## config.mk

```make
export PLATFORM = sky130hd
export DESIGN_NAME = ppw_meter
export DESIGN_NICKNAME = d
export VERILOG_FILES = /design/src/design/ppw_pkg.sv /design/src/design/ppw_meter.sv
export SDC_FILE = /design/constraint.sdc
export NUM_CORES = 1
export LEC_CHECK = 0
export BUFFER_PORTS_ARGS = -buffer_cell sky130_fd_sc_hd__buf_2
export CAP_MARGIN = 20
export CORE_ASPECT_RATIO = 2
export CORE_MARGIN = 10
export CORE_UTILIZATION = 59
export CTS_BUF_LIST = sky130_fd_sc_hd__clkbuf_8
export DETAILED_ROUTE_END_ITERATION = 16
export HOLD_SLACK_MARGIN = 0.02
export PLACE_DENSITY = 0.81
export SYNTH_ARGS = -nofsm -noshare
export SYNTH_HDL_FRONTEND = slang
export SYNTH_SLANG_ARGS = --single-unit
```

## constraint.sdc

```tcl
create_clock -name ref_clk_i -period 3.05 [get_ports ref_clk_i]
set_input_delay 0.305 -clock ref_clk_i [delete_from_list [all_inputs] [get_ports ref_clk_i]]
set_output_delay 0.305 -clock ref_clk_i [all_outputs]
set_load 0.03 [all_outputs]
```

## src/design/ppw_pkg.sv

```systemverilog
/*
 pulse width meter package: variant timing, request and result carriers.
 assumes a 100 MHz system clock; time unit and limit chosen by variant parameter.
*/
`default_nettype none
package ppw_pkg;
   localparam int CLK_PERIOD_PS = 10000;
   // time units in picoseconds, one per variant
   localparam int UNIT_PS_V0 = 10000000;
   localparam int UNIT_PS_V1 = 2000000;
   localparam int UNIT_PS_V2 = 800000;
   localparam int UNIT_PS_V3 = 810000;
   localparam int UNIT_CYC_V0 = UNIT_PS_V0 / CLK_PERIOD_PS;
   localparam int UNIT_CYC_V1 = UNIT_PS_V1 / CLK_PERIOD_PS;
   localparam int UNIT_CYC_V2 = UNIT_PS_V2 / CLK_PERIOD_PS;
   localparam int UNIT_CYC_V3 = UNIT_PS_V3 / CLK_PERIOD_PS;
   localparam int CNT_W = 16;
   localparam int PIN_W = 4;
   localparam int PIN_N = 16;
   localparam int DIV_W = 11;
   localparam logic [CNT_W-1:0] CNT_MAX = 16'hFFFF;
   localparam logic [CNT_W-1:0] CNT_RST = 16'h0000;
   localparam logic [DIV_W-1:0] DIV_RST = 11'h000;

   typedef enum logic [1:0] {
      PPW_IDLE = 2'b00,
      PPW_ARM = 2'b01,
      PPW_WAIT = 2'b10,
      PPW_MEAS = 2'b11
   } ppw_state_t;

   typedef struct packed {
      logic valid;
      logic [PIN_W-1:0] pin;
      logic polarity;
      logic byte_dest;
   } ppw_req_t;

   typedef struct packed {
      logic done;
      logic [CNT_W-1:0] width;
   } ppw_res_t;

   typedef struct packed {
      ppw_state_t state;
      logic [PIN_W-1:0] pin;
      logic polarity;
      logic byte_dest;
      logic sync1;
      logic sync2;
      logic prev;
      logic [DIV_W-1:0] div;
      logic [CNT_W-1:0] cnt;
      logic done;
      logic [CNT_W-1:0] width;
      logic [PIN_N-1:0] in_mode;
   } ppw_regs_t;

   localparam logic [PIN_N-1:0] IN_MODE_RST = 16'h0000;
endpackage
`default_nettype wire

```

## src/design/ppw_meter.sv

```systemverilog
/*
 pulse width meter: measures one high or low pulse on a selected pin.
 assumes pins are synchronous to ref_clk_i and the requester waits for done.
 a request made while busy is dropped without notice; a zero result means a timeout,
 a pulse no longer than one unit, or a byte result that wrapped to zero.
*/
`timescale 1ns/1ns
`default_nettype none
module ppw_meter
   import ppw_pkg::*;
#(
   parameter int VARIANT = 1
) (
   // clock and reset
   input wire logic ref_clk_i,
   input wire logic resetn_i,
   // request from the interpreter
   input wire ppw_req_t req_i,
   output logic busy_o,
   // pins
   input wire logic [PIN_N-1:0] pin_i,
   output logic [PIN_N-1:0] pin_in_mode_o,
   // result
   output ppw_res_t res_o
);

   // last divider count of a time unit (cycles per unit minus one) for the chosen variant
   function automatic logic [DIV_W-1:0] unit_cycles(input int v);
      int c;
      case (v)
         0: c = UNIT_CYC_V0;
         2: c = UNIT_CYC_V2;
         3: c = UNIT_CYC_V3;
         default: c = UNIT_CYC_V1;
      endcase
      return DIV_W'(c - 1);
   endfunction

   localparam logic [DIV_W-1:0] DIV_LAST = unit_cycles(VARIANT);

   // level of the selected pin; only this one bit enters the synchroniser,
   // so a pin switched by a new request is flushed by the arming unit
   function automatic logic pick_pin(input logic [PIN_N-1:0] pins,
      input logic [PIN_W-1:0] sel);
      logic level;
      level = pins[sel];
      return level;
   endfunction

   // pin mask with the newly selected pin turned to input; bits never clear
   function automatic logic [PIN_N-1:0] add_input(input logic [PIN_N-1:0] mode,
      input logic [PIN_W-1:0] sel);
      logic [PIN_N-1:0] mask;
      mask = PIN_N'(1) << sel;
      return mode | mask;
   endfunction

   // transition into the given level between two successive synchronised samples;
   // start and end share it, so both are late by the same two cycles
   function automatic logic edge_into(input logic prev_lvl, input logic cur_lvl,
      input logic want);
      logic hit;
      hit = (prev_lvl != want) && (cur_lvl == want);
      return hit;
   endfunction

   // divider wraps once per time unit, so counts are quantised to whole units
   function automatic logic [DIV_W-1:0] next_div(input logic [DIV_W-1:0] div);
      logic [DIV_W-1:0] nd;
      if (div == DIV_LAST) begin
         nd = DIV_RST;
      end else begin
         nd = div + 1'b1;
      end
      return nd;
   endfunction

   // a byte destination keeps only the low byte: a long pulse wraps, never clips
   function automatic logic [CNT_W-1:0] trim_result(input logic [CNT_W-1:0] cnt,
      input logic byte_dest);
      logic [CNT_W-1:0] res;
      if (byte_dest) begin
         res = {8'h00, cnt[7:0]};
      end else begin
         res = cnt;
      end
      return res;
   endfunction

   // result out, one-cycle completion pulse, back to idle
   function automatic ppw_regs_t finish(input ppw_regs_t r,
      input logic [CNT_W-1:0] width);
      ppw_regs_t f;
      f = r;
      f.width = width;
      f.done = 1'b1;
      f.state = PPW_IDLE;
      return f;
   endfunction

   // one more unit elapsed; a full counter means the window ran out and the
   // result is zero, so a missing or stuck pulse can never stall the requester
   function automatic ppw_regs_t unit_step(input ppw_regs_t r,
      input logic [CNT_W-1:0] cnt);
      ppw_regs_t f;
      if (cnt == CNT_MAX) begin
         f = finish(r, CNT_RST);
      end else begin
         f = r;
         f.cnt = cnt + 1'b1;
      end
      return f;
   endfunction

   ppw_regs_t r_q;
   ppw_regs_t r_d;
   logic accept;
   logic tick;
   logic pin_sel;
   logic edge_start;
   logic edge_end;

   // a request is taken only in idle; one made while busy is dropped silently
   assign accept = req_i.valid && (r_q.state == PPW_IDLE);
   assign tick = (r_q.div == DIV_LAST);
   assign pin_sel = pick_pin(pin_i, r_q.pin);
   // start edge: from the idle level into the pulse level
   assign edge_start = edge_into(r_q.prev, r_q.sync2, r_q.polarity);
   // end edge: back out of the pulse level
   assign edge_end = edge_into(r_q.prev, r_q.sync2, !r_q.polarity);

   // state walk: idle takes a request, arm spends one whole unit so that the
   // synchroniser holds only the new pin, wait looks for the start edge and
   // measure counts units until the end edge; both give up on a full counter
   always_comb begin
      r_d = r_q;
      r_d.done = 1'b0;
      // selected pin passes through two flops before anyone looks at it
      r_d.sync1 = pin_sel;
      r_d.sync2 = r_q.sync1;
      r_d.prev = r_q.sync2;
      r_d.div = next_div(r_q.div);
      case (r_q.state)
         PPW_IDLE: begin
            if (accept) begin
               r_d.pin = req_i.pin;
               r_d.polarity = req_i.polarity;
               r_d.byte_dest = req_i.byte_dest;
               r_d.in_mode = add_input(r_q.in_mode, req_i.pin);
               // a full unit of arming flushes samples of the previous pin
               r_d.div = DIV_RST;
               r_d.state = PPW_ARM;
            end
         end
         PPW_ARM: begin
            // let the synchroniser fill with the newly selected pin
            if (tick) begin
               r_d.cnt = CNT_RST;
               r_d.state = PPW_WAIT;
            end
         end
         PPW_WAIT: begin
            // a pin already at pulse level is no start: a real edge is needed
            if (edge_start) begin
               r_d.cnt = CNT_RST;
               r_d.div = DIV_RST;
               r_d.state = PPW_MEAS;
            end else if (tick) begin
               r_d = unit_step(r_d, r_q.cnt);
            end
         end
         PPW_MEAS: begin
            // an end edge on a tick wins, so the count is the floor of the width, or one less for a whole number of units
            if (edge_end) begin
               r_d = finish(r_d, trim_result(r_q.cnt, r_q.byte_dest));
            end else if (tick) begin
               r_d = unit_step(r_d, r_q.cnt);
            end
         end
         default: r_d.state = PPW_IDLE;
      endcase
   end

   // only constants in reset; the synchroniser starts low like an idle input
   always_ff @(posedge ref_clk_i or negedge resetn_i) begin
      if (!resetn_i) begin
         r_q.state <= PPW_IDLE;
         r_q.pin <= 4'h0;
         r_q.polarity <= 1'b0;
         r_q.byte_dest <= 1'b0;
         r_q.sync1 <= 1'b0;
         r_q.sync2 <= 1'b0;
         r_q.prev <= 1'b0;
         r_q.div <= DIV_RST;
         r_q.cnt <= CNT_RST;
         r_q.done <= 1'b0;
         r_q.width <= CNT_RST;
         r_q.in_mode <= IN_MODE_RST;
      end else begin
         r_q <= r_d;
      end
   end

   // handshake out straight from the state; data outputs come from flops only
   assign busy_o = (r_q.state != PPW_IDLE);
   assign pin_in_mode_o = r_q.in_mode;
   assign res_o = {r_q.done, r_q.width};

endmodule // ppw_meter
`default_nettype wire

```

Word level (Yosys, flattened, before mapping) --
Index checks and enable logic that the tools add are counted.
Operators by class: bitwise logic cells 1, order comparisons 1, $add $sub $neg 2, eq/ne operators 13, mux-type cells 23, reduce and logical (&&, ||, !) cells 13, shifts and indexed selects 1
Operator list (count):
- $mux 71 | 3
- $pmux 16 s3 | 2
- $mux 16 | 3
- $pmux 17 s2 | 1
- $mux 33 | 1
- $pmux 11 s3 | 1
- $mux 27 | 1
- $mux 11 | 2
- $pmux 6 s3 | 1
- $add 16x1->16 const B | 1
- $eq 16x16->1 const B | 1
- $or 16x16->16 | 1
- $shl 1x4->16 const A | 1
- $add 11x1->11 const B | 1
- $eq 11x8->1 const B | 1
- $mux 9 | 1
- $mux 8 | 1
- $ne 2x2->1 const B | 4
- $pmux 2 s4 | 1
- $pmux 3 s2 | 1
- $reduce_bool 3->1 | 2
- $lt 4x5->1 const B | 1
- $bmux 1 s4 | 1
- $eq 2x2->1 const B | 2
- other kinds (12) | 19
Storage, ports and cells: word-level logic and storage cells 66, register bits 71, bits of input ports 25

Depth between registers and ports, before layout --
Gate-level depths: netlist of run 1.
depth in word-level cells 6, depth in mapped cells 7, mapped depth without buffers 6

Worst setup path after synthesis of run 1 --
No wires, ideal clock.
path type reg-to-reg, start register r_q[52] (netlist bit), end register r_q[40] (netlist bit), setup slack 476 ps, arrival time 2496 ps, clock period less this slack 2574 ps, path buffers 0, library setup time 78 ps, data required time 2972 ps, stages on the path, launching flop included 6, path through dfrtp_1 or4_4 or3_4 or4_4 or4_1 a21oi_1
On the way: longest elaborated chain between the ends 4, elaborated cells between the ends (all ways) 7
Ends and longest elaborated chain:
- from (decl) | line ppw_meter.sv:115 | ppw_regs_t r_q;
- from (signal assigned) | line ppw_meter.sv:200 | r_q <= r_d;
- $eq 11x8->1 (*) | line ppw_meter.sv:125 | assign tick = (r_q.div == DIV_LAST);
- $mux 71
- $mux 71 / $mux 27 (equally long branches)
- $pmux 16 s3
Mark *: on every way between the ends. The rest lies on a longest branch, timed or not. The select of a mux whose other input is x is not followed. A chain may end at the register's enable or synchronous reset.

Worst setup path after layout of run 1 --
Ends and elaborated chain as after synthesis.

==> impl_metrics.env, run 1 <==
export IMPL_max_clock_freq_mhz=365.7
export IMPL_cts_tree="yes"
export IMPL_fin_skew_ns=0.01015
export IMPL_core_area_sq_um=6056
export IMPL_post_drt_wl_per_cell_um=16.16
export IMPL_yosysSeqAreaShare=0.4822
export IMPL_ys_warn_count=0
export IMPL_drive_gt1_frac=0.2336
export IMPL_cts_buffer_depth=2
export IMPL_routed_wl_um=7997
export IMPL_synth_edf_count=0
export IMPL_synth_ff_latch_count=71
export IMPL_worst_pin_slew_ns=0.8103
export IMPL_dieArea_sq_um=9998
export IMPL_grt_pass1_wl_um=13650
export IMPL_clk_pin_slew_worst_paths_ns=0.07
export IMPL_first_pass_iters=4
export IMPL_drc=0
export IMPL_crit_path_end_kind="flop"
export IMPL_grt_pass1_vias=2925
export IMPL_synth_mux_area_frac=0.03328
export IMPL_dp_cells=481
export IMPL_synth_main_ff_cell="dfrtp_1"
export IMPL_maxSlewHeadroom=0.4598
export IMPL_hpwl_um=6159
export IMPL_diodes=0
export IMPL_finalPower_w=0.002096
export IMPL_pwr_density_cell_nw_per_um2=521.0
export IMPL_cts_max_level=3
export IMPL_gr_total_overflow=0
export IMPL_place_area_sq_um=3845
export IMPL_synth_adder_area_share=0.006791
export IMPL_synth_top_family_by_area="simple AND/OR/NAND/NOR gates"
export IMPL_synth_xor_area_frac=0.02852
export IMPL_layout_min_cycle_time_ns=2.735
export IMPL_stdcell_area_sq_um=4024
export IMPL_status="finished, final reports clean"
export IMPL_fin_setup_tns_ns=0
export IMPL_pre_cts_slack_ns=0.3447
export IMPL_worst_slack_ns=0.3152
export IMPL_syn_nets=404
export IMPL_finalNetCount=435
export IMPL_area_delta_synth_final_pct=9.202
export IMPL_drtAntennaViolNets=0
export IMPL_cp_arrival_ns=3.01
export IMPL_crit_required_ns=3.32
export IMPL_cts_sinks=71
export IMPL_path_class="reg -> reg"
export IMPL_synth_compound_area_share=0.1430
export IMPL_path_max_fanout=15
export IMPL_first_iter_violations=202
export IMPL_total_leakage_power_nw=1.988
export IMPL_routabilityCongestion=0.8594
export IMPL_antenna_found_initial=0
export IMPL_avgSynthCellArea_sq_um=9.774
export IMPL_die_w_um=75.88
export IMPL_vias_per_cell=5.687
export IMPL_async_reset_ff_frac=1.000
export IMPL_slew_viol_final=0
export IMPL_fin_cells=495
export IMPL_cts_hold_buf=0
export IMPL_die_height_um=131.8
export IMPL_vias=2815
export IMPL_synth_area_sq_um=3685
export IMPL_ios=59
export IMPL_hold_viol=0
export IMPL_start_kind="flop"
export IMPL_track_usage=0.1758
export IMPL_rows=40
export IMPL_final_min_period_over_clock_period=0.8966
export IMPL_ir_drop_mv=0.4395
export IMPL_cts_resized_gates=0
export IMPL_maxCapViolCount=0
export IMPL_synthCells=377
export IMPL_grt_max_degree=37
export IMPL_setup_violations=0
export IMPL_cts_buffers_inserted=9
export IMPL_synth_cell_type_count=50
export IMPL_rsz0062_at_grt="no"
export IMPL_root_buffer="clkbuf_8"
export IMPL_clock_latency_ns=0.35
export IMPL_initial_core_util=0.6085
export IMPL_portBuffers=58
export IMPL_postCtsSetupBuffers=0
export IMPL_hold_path_class="in -> async"
export IMPL_synth_simple_area_share=0.2024
worst paths after layout:
path                       slack (ns)       end  cells after the start      from
max                              0.32   r_q[40]                      5   r_q[52]
min                              0.04  res_o[1]                      1  resetn_i
max reg2reg                      0.32   r_q[40]                      5   r_q[52]
min reg2reg                      0.38   r_q[61]                      0   r_q[62]
max in group asynchronous        2.34   r_q[50]                      2  resetn_i
min in group ref_clk_i           0.15   r_q[64]                      3  req_i[1]
sequential cells by signal, indices dropped and copies added, names as in the netlist:
name           flops
r_q               38
res_o             17
pin_in_mode_o     16
cell usage in the layout, fill, tap and decap left out, drive strengths merged, types with 10 or more instances in the layout:
master,synthesis,routed
dfrtp,71,71
a21oi,14,14
nor2,30,30
inv,21,24
a21o,16,16
nand3,12,12
nand2,48,48
buf,34,65
o31ai,19,19
clkbuf,11,10
layer usage:
| metal | part of all wire | GRT usage |
|---|---|---|
| met5 | 0 | 0 |
| met4 | 0.025 | 0.07900 |
| met3 | 0.055 | 0.05656 |
| met2 | 0.56 | 0.3021 |
| met1 | 0.36 | 0.1828 |
metrics by stage:
stage	utilization	hold slack, ns
floorplan	-	0.009409
finish	0.6645	0.04480
global placement	0.6349	0.3439
CTS	0.6645	0.05280
detailed placement	0.6349	0.3509
global route	0.6645	0.07842
layout make-up:
class                           count  area [sq um]
Clock inverter                      4         41.29
Timing Repair Buffer               65         355.3
Inverter                           22         82.58
Sequential cell                    71          1777
Tap cell                           84         105.1
Multi-Input combinational cell    239          1525
Clock buffer                       10         137.6
Fill cell                         487          2032
worst max-delay path, stage by stage, from the launching register on:
cell and delay (ns):
dfrtp_1 0.42, or4_4 0.56, or3_4 0.41, or4_4 0.63, or4_1 0.49, a21oi_1 0.15
kinds of logic (layout without fill, tap and decap cells):
logic type      count (synthesis)  after routing
fa+ha+maj                       2              2
mux                             6              6
flops                          71             71
buf+inv                        67            101
xor+xnor                       12             12
compound gates                 76             76
simple gates                  143            143
synthesized netlist by cell type, types with 4 or more instances:
| cell | count | area [sq um] |
|---|---|---|
| mux4_2 | 5 | 112.6 |
| dfrtp_1 | 71 | 1777 |
| o21ai_0 | 5 | 25.02 |
| nand4_1 | 8 | 50.05 |
| nor3_1 | 7 | 35.03 |
| buf_4 | 33 | 247.7 |
| nor2b_1 | 5 | 31.28 |
| inv_1 | 21 | 78.83 |
| nor2_1 | 30 | 112.6 |
| a31o_2 | 4 | 35.03 |
| a21o_1 | 16 | 120.1 |
| xor2_1 | 4 | 35.03 |
| a21oi_1 | 14 | 70.07 |
| xnor2_1 | 8 | 70.07 |
| clkbuf_1 | 11 | 41.29 |
| o31ai_1 | 19 | 142.6 |
| a31oi_1 | 5 | 31.28 |
| nand2_1 | 48 | 180.2 |
| or3_1 | 4 | 25.02 |
| nand3_1 | 12 | 60.06 |
power by group:
| group | leakage (nW) | total [W] | internal, W | switching, W |
|---|---|---|---|---|
| Combinational | 0.933 | 0.000295 | 0.000148 | 0.000147 |
| Clock | 0.102 | 0.000691 | 0.000382 | 0.000309 |
| Sequential | 0.954 | 0.00111 | 0.00102 | 0.0000947 |
Note: power is estimated with default switching activity, not from simulation.
==> run 2: changes to the inputs <==
Settings changed: REMOVE_ABC_BUFFERS from default to 1.
Clock period 3.05 ns to 2.7 ns, I/O delays scaled along.
==> run 2 against run 1 <==
Net effect:
- non-clock buffer count up 11
- critical path depth up 1
- count of clock-buffer cells in the layout down 1
- total power up 8.4%
- global-route usage down 0.089 points
- utilization up 0.85 points
- clock power down 2%
- worst setup slack worse by 0.22 ns
- via count up 0.71%
- combinational power up 19%
- routed wire length up 2.2%
- design area up 1.3%
==> impl_metrics.env, run 2 (synthesis gave the netlist of run 1 again) <==
export IMPL_maxSlewHeadroom=0.5363
export IMPL_path_cells="or4_4, or3_4, or4_4, buf_4, or3_1, a21oi_1"
export IMPL_crit_required_ns=2.99
export IMPL_first_pass_iters=4
export IMPL_ir_drop_mv=0.3973
export IMPL_diodes=0
export IMPL_pwr_density_cell_nw_per_um2=557.4
export IMPL_place_area_sq_um=3905
export IMPL_root_buffer="clkbuf_8"
export IMPL_portBuffers=58
export IMPL_grt_pass1_wl_um=13590
export IMPL_finalNetCount=446
export IMPL_cts_sinks=71
export IMPL_die_height_um=131.8
export IMPL_vias_per_cell=5.603
export IMPL_hpwl_um=6249
export IMPL_cts_buffer_depth=2
export IMPL_initial_core_util=0.6085
export IMPL_hold_path_class="in -> reg"
export IMPL_fin_setup_tns_ns=0
export IMPL_die_w_um=75.88
export IMPL_status="finished, final reports clean"
export IMPL_post_drt_wl_per_cell_um=16.15
export IMPL_total_leakage_power_nw=2.029
export IMPL_core_area_sq_um=6056
export IMPL_cts_max_level=3
export IMPL_dieArea_sq_um=9998
export IMPL_path_class="reg -> reg"
export IMPL_routed_wl_um=8172
export IMPL_largest_register_ffs=38
export IMPL_hold_viol=0
export IMPL_worst_pin_slew_ns=0.6955
export IMPL_routabilityCongestion=0.9239
export IMPL_max_clock_freq_mhz=383.9
export IMPL_fin_skew_ns=0.01100
export IMPL_slew_viol_final=0
export IMPL_gr_total_overflow=0
export IMPL_ios=59
export IMPL_antenna_found_initial=0
export IMPL_crit_top_cell="or4_4"
export IMPL_drc=0
export IMPL_cts_tree="yes"
export IMPL_final_common_cell="dfrtp_1"
export IMPL_grt_max_degree=43
export IMPL_path_max_fanout=12
export IMPL_cp_arrival_ns=2.89
export IMPL_final_min_period_over_clock_period=0.9647
export IMPL_vias=2835
export IMPL_first_iter_violations=216
export IMPL_area_delta_synth_final_pct=10.59
export IMPL_drtAntennaViolNets=0
export IMPL_start_kind="flop"
export IMPL_crit_slowest_cell="or4_4"
export IMPL_crit_path_end_kind="flop"
export IMPL_clock_latency_ns=0.36
export IMPL_maxCapViolCount=0
export IMPL_track_usage=0.1749
export IMPL_stdcell_area_sq_um=4075
export IMPL_clk_pin_slew_worst_paths_ns=0.07
export IMPL_final_util=0.6729
export IMPL_grt_pass1_vias=2883
export IMPL_setup_violations=0
export IMPL_layout_min_cycle_time_ns=2.605
export IMPL_largest_register="r_q"
export IMPL_finalPower_w=0.002271
export IMPL_rsz0062_at_grt="no"
export IMPL_cts_resized_gates=0
export IMPL_final_cell_mix="dfrtp_1 (71), buf_2 (58), nand2_1 (48)"
export IMPL_drive_gt1_frac=0.2512
export IMPL_cpPeakStageDelay_ns=0.60
export IMPL_rows=40
export IMPL_cts_buffers_inserted=9
==> run 2: cell count changes in the layout (fill, tap and decap cells not counted) <==
cell           before  now
clkbuf_8           10    9
dlygate4sd3_1       0    1
buf_4               6   16
clkinv_2            0    2
bufinv_16           1    0
==> run 2: repair_timing <==
item,in CTS,in global routing
endpoints found under the hold margin,29,0
hold buffers,1,0
endpoints found under the setup margin,0,2
buffers inserted,0,2
==> run 2: path summary, 6_finish.rpt <==
check / slack, ns / start / depth (start not counted) / end
min in group asynchronous: 0.48 / resetn_i / 2 / r_q[36]
min: 0.1 / req_i[0] / 3 / r_q[63]
max in group asynchronous: 1.54 / resetn_i / 3 / r_q[52]
max reg2reg: 0.1 / r_q[52] / 6 / r_q[35]
min reg2reg: 0.36 / r_q[62] / 0 / r_q[61]
max: 0.1 / r_q[52] / 6 / r_q[35]
==> run 2: layout make-up <==
cell class,instances,area (sq um)
clock inverters,5,21.27
well taps,84,105.1
fillers,472,1981
repair buffers,76,440.4
multi-input cells,239,1525
clock buffers,9,123.9
flip-flops and latches,71,1777
inverters,22,82.58
==> run 2: report_power, final <==
part	switching (W)	total (W)	internal, W
clock	0.000365	0.000674	0.000309
combinational	0.000173	0.000350	0.000177
sequential	0.000100	0.00125	0.00115
==> run 2: critical path: cells and delay by family (launching register included) <==
kind	cells	cell delay, ns
simple gates	4	1.83
flops	1	0.38
buf+inv	1	0.18
compound gates	1	0.15
==> run 2: metrics by stage <==
step / instances / hold slack (ns) / setup WS, ns
final: 506 / 0.09504 / 0.09532
after global routing: 506 / 0.1010 / 0.01018
after CTS: 504 / 0.09394 / 0.04806
after detailed placement: 489 / 0.3417 / 0.05841
after global placement: 489 / 0.3397 / 0.08669
after floorplan: 332 / -0.02559 / 0.07757
==> run 2: per-layer routing <==
layer | vias to the layer above | track usage | share of wire | routed length [um]
li1 | 1371 | - | - | -
met1 | 1345 | 0.1776 | 0.36 | 2916
met2 | 86 | 0.2912 | 0.53 | 4334
met3 | 33 | 0.04902 | 0.057 | 462
met4 | 0 | 0.1185 | 0.056 | 459
met5 | - | 0 | 0 | 0
==> run 3: changes to the inputs <==
Settings changed: ABC_AREA from default to 1, PLACE_DENSITY 0.81 to 0.8.
==> run 3 against run 2 <==
Net effect:
- via count increased by 22%
- maximum frequency increased by 28%
- flip-flop and latch count unchanged
- first-iteration DRC count increased by 50%
- clock power increased by 32%
- largest power group unchanged
==> impl_metrics.env, run 3 <==
export IMPL_maxCapViolCount=0
export IMPL_yosysTopAreaCell="dfrtp_1"
export IMPL_worst_pin_slew_ns=0.7073
export IMPL_setup_violations=0
export IMPL_finalNetCount=551
export IMPL_cts_buffer_depth=2
export IMPL_p_int_w=0.001616
export IMPL_status="finished, final reports clean"
export IMPL_hold_slack_ns=0.1422
export IMPL_drive_gt1_frac=0.2386
export IMPL_cts_tree="yes"
export IMPL_cp_arrival_ns=2.32
export IMPL_max_clock_freq_mhz=492.5
export IMPL_holdPathStages=3
export IMPL_maxSlewHeadroom=0.5285
export IMPL_initial_core_util=0.6092
export IMPL_synth_top_area_share=0.4404
export IMPL_place_area_sq_um=4185
export IMPL_min_to="r_q[63]"
export IMPL_final_cell_mix="nand2_1 (101), dfrtp_1 (71), buf_2 (58)"
export IMPL_synth_main_ff_cell="dfrtp_1"
export IMPL_crit_required_ns=2.99
export IMPL_crit_path_end_kind="flop"
export IMPL_fin_skew_ns=0.007058
export IMPL_synth_most_common_cell="nand2_1"
export IMPL_fin_cells=616
export IMPL_diodes=0
export IMPL_hold_path_class="in -> reg"
export IMPL_pwr_share_clk=0.421
export IMPL_vias_per_cell=5.622
export IMPL_largest_register_ffs=38
export IMPL_rows=42
export IMPL_routabilityCongestion=0.9125
export IMPL_hpwl_um=7739
export IMPL_vias=3463
export IMPL_crit_slowest_cell="dfrtp_1"
export IMPL_post_drt_wl_per_cell_um=16.46
export IMPL_pwr_density_cell_nw_per_um2=479.2
export IMPL_r2r_start="r_q[49]"
export IMPL_portBuffers=58
export IMPL_crit_top_cell="nand2_1"
export IMPL_num_fill_cells=574
export IMPL_final_min_period_over_clock_period=0.7520
export IMPL_cts_sinks=71
export IMPL_first_iter_violations=323
export IMPL_first_pass_iters=5
export IMPL_cts_max_level=3
export IMPL_final_common_cell="nand2_1"
export IMPL_largest_register="r_q"
export IMPL_core_area_sq_um=6621
export IMPL_critPathBufInv=1
export IMPL_grt_pass1_vias=3540
export IMPL_dp_cells=600
export IMPL_grt_pass1_wl_um=16780
export IMPL_path_delay_family="simple AND/OR/NAND/NOR gates"
export IMPL_track_usage=0.1970
export IMPL_avgSynthCellArea_sq_um=8.232
export IMPL_synth_area_sq_um=4034
export IMPL_gr_total_overflow=0
export IMPL_fin_setup_tns_ns=0
export IMPL_drtAntennaViolNets=0
export IMPL_layout_min_cycle_time_ns=2.030
export IMPL_ios=59
export IMPL_path_cells="ha_1, nand2_1, nor2_1, nand2_1, nor2_4, inv_1, nand3_2, a21oi_1, o21a_1"
export IMPL_die_height_um=136.9
export IMPL_ir_drop_mv=0.3638
export IMPL_cp_num_cells=9
export IMPL_hold_viol=0
export IMPL_ys_warn_count=0
export IMPL_synth_common_cells="nand2_1 (101), dfrtp_1 (71), inv_1 (46)"
export IMPL_antenna_found_initial=0
export IMPL_stdcell_area_sq_um=4403
export IMPL_cpPeakStageDelay_ns=0.40
export IMPL_combPwrFrac=0.060
export IMPL_yosys_top_cells_area="dfrtp_1 (44%), nand2_1 (9.4%), buf_4 (6.1%)"
export IMPL_r2r_slack_ns=0.67
export IMPL_area_delta_synth_final_pct=9.150
export IMPL_p_switching_w=0.0004940
export IMPL_grt_max_degree=43
export IMPL_path_max_fanout=12
export IMPL_synthCells=490
export IMPL_synth_cell_type_count=39
export IMPL_total_leakage_power_nw=2.189
export IMPL_swShare=0.2341
export IMPL_routed_wl_um=10140
export IMPL_synth_edf_count=0
export IMPL_start_kind="flop"
export IMPL_path_class="reg -> reg"
export IMPL_async_reset_ff_frac=1.000
export IMPL_die_w_um=78.47
export IMPL_clk_pin_slew_worst_paths_ns=0.07
export IMPL_drc=0
export IMPL_clock_latency_ns=0.35
export IMPL_root_buffer="clkbuf_8"
export IMPL_min_delay_start="req_i[0]"
export IMPL_rsz0062_at_grt="no"
export IMPL_p_seq_frac=0.519
export IMPL_rr_worst_depth=9
export IMPL_dieArea_sq_um=10750
export IMPL_r2r_end="r_q[59]"
export IMPL_synth_ff_latch_count=71
export IMPL_cts_buffers_inserted=9
export IMPL_yosysSeqAreaShare=0.4404
export IMPL_slew_viol_final=0
run 3: cell count changes in the layout (fill, tap and decap cells not counted), moves of 10 or more:
cell / delta
nand2_1: +53
nand3_1: +25
inv_1: +23
o31ai_1: -19
o21ai_0: +18
o21bai_1: +16
a21o_1: -15
nand2_2: +15
buf_4: -14
nand4_1: +14
inv_2: +12
o21ai_2: +10
run 3: final cells by class:
type / count / area (sq um) / share of cell area
Clock buffer: 12 / 165.2 / 0.03751
Clock inverter: 3 / 42.54 / 0.009662
Inverter: 59 / 221.5 / 0.05030
Multi-Input combinational cell: 321 / 1752 / 0.3978
Sequential cell: 71 / 1777 / 0.4035
Tap cell: 88 / 110.1 / 0.02501
Timing Repair Buffer: 62 / 335.3 / 0.07616
run 3: worst max path at each step:
stage,from,endpoint,slack [ns]
floorplan,r_q[49],r_q[59],1.02
global placement,r_q[49],r_q[59],0.72
detailed placement,r_q[49],r_q[59],0.71
CTS,r_q[49],r_q[59],0.69
global route,r_q[49],r_q[59],0.49
finish,r_q[49],r_q[59],0.67
run 3: worst reg2reg max path, delay by kind of cell (launching register included):
kind	cells	cell delay, ns
and+or+nand+nor	5	0.66
DFF	1	0.40
buffers and inverters	1	0.37
AOI/OAI and AO/OA	2	0.33
adders and majority gates	1	0.22
run 3: power by group through the flow:
stage               clock network [W]  registers (W)  logic (W)
global placement                    0        0.00111   0.000122
global route                 0.000942        0.00110   0.000140
detailed placement                  0        0.00112   0.000126
CTS                          0.000904        0.00109   0.000127
floorplan                           0        0.00112  0.0000535
finish                       0.000889        0.00110   0.000126
run 3: logic make-up (layout without fill, tap and decap cells):
family                   after synthesis  in the layout  share of synthesized area
AO/OA/AOI/OAI                         72             72                     0.1194
AND/OR/NAND/NOR                      236            236                     0.2835
flip-flops                            71             71                     0.4404
XOR/XNOR                               7              7                    0.01520
buffers and inverters                 98            136                     0.1253
multiplexers                           4              4                   0.009926
adder cells (fa/ha/maj)                2              2                   0.006202
run 3: routing by layer:
metal  global-route usage  vias up  wire [um]
met5                    0        -          0
met4               0.1323        0        415
met3              0.05453       29        626
met2               0.3516      142       5504
met1               0.1909     1654       3594
li1                     -     1638          -
run 3: timing repair:
action                     4_1_cts  5_1_grt
setup buffers                    0        0
hold endpoints to repair        29        0
hold buffers                     1        0
resized for setup                0        0
setup endpoints to repair        0        0
run 3: metrics by stage:
stage                 util  total power [W]  setup slack [ns]
floorplan                -         0.001173             1.020
global placement    0.6321         0.001235            0.7241
detailed placement  0.6321         0.001241            0.7105
CTS                 0.6650         0.002125            0.6937
global route        0.6650         0.002179            0.4939
finish              0.6650         0.002110            0.6697
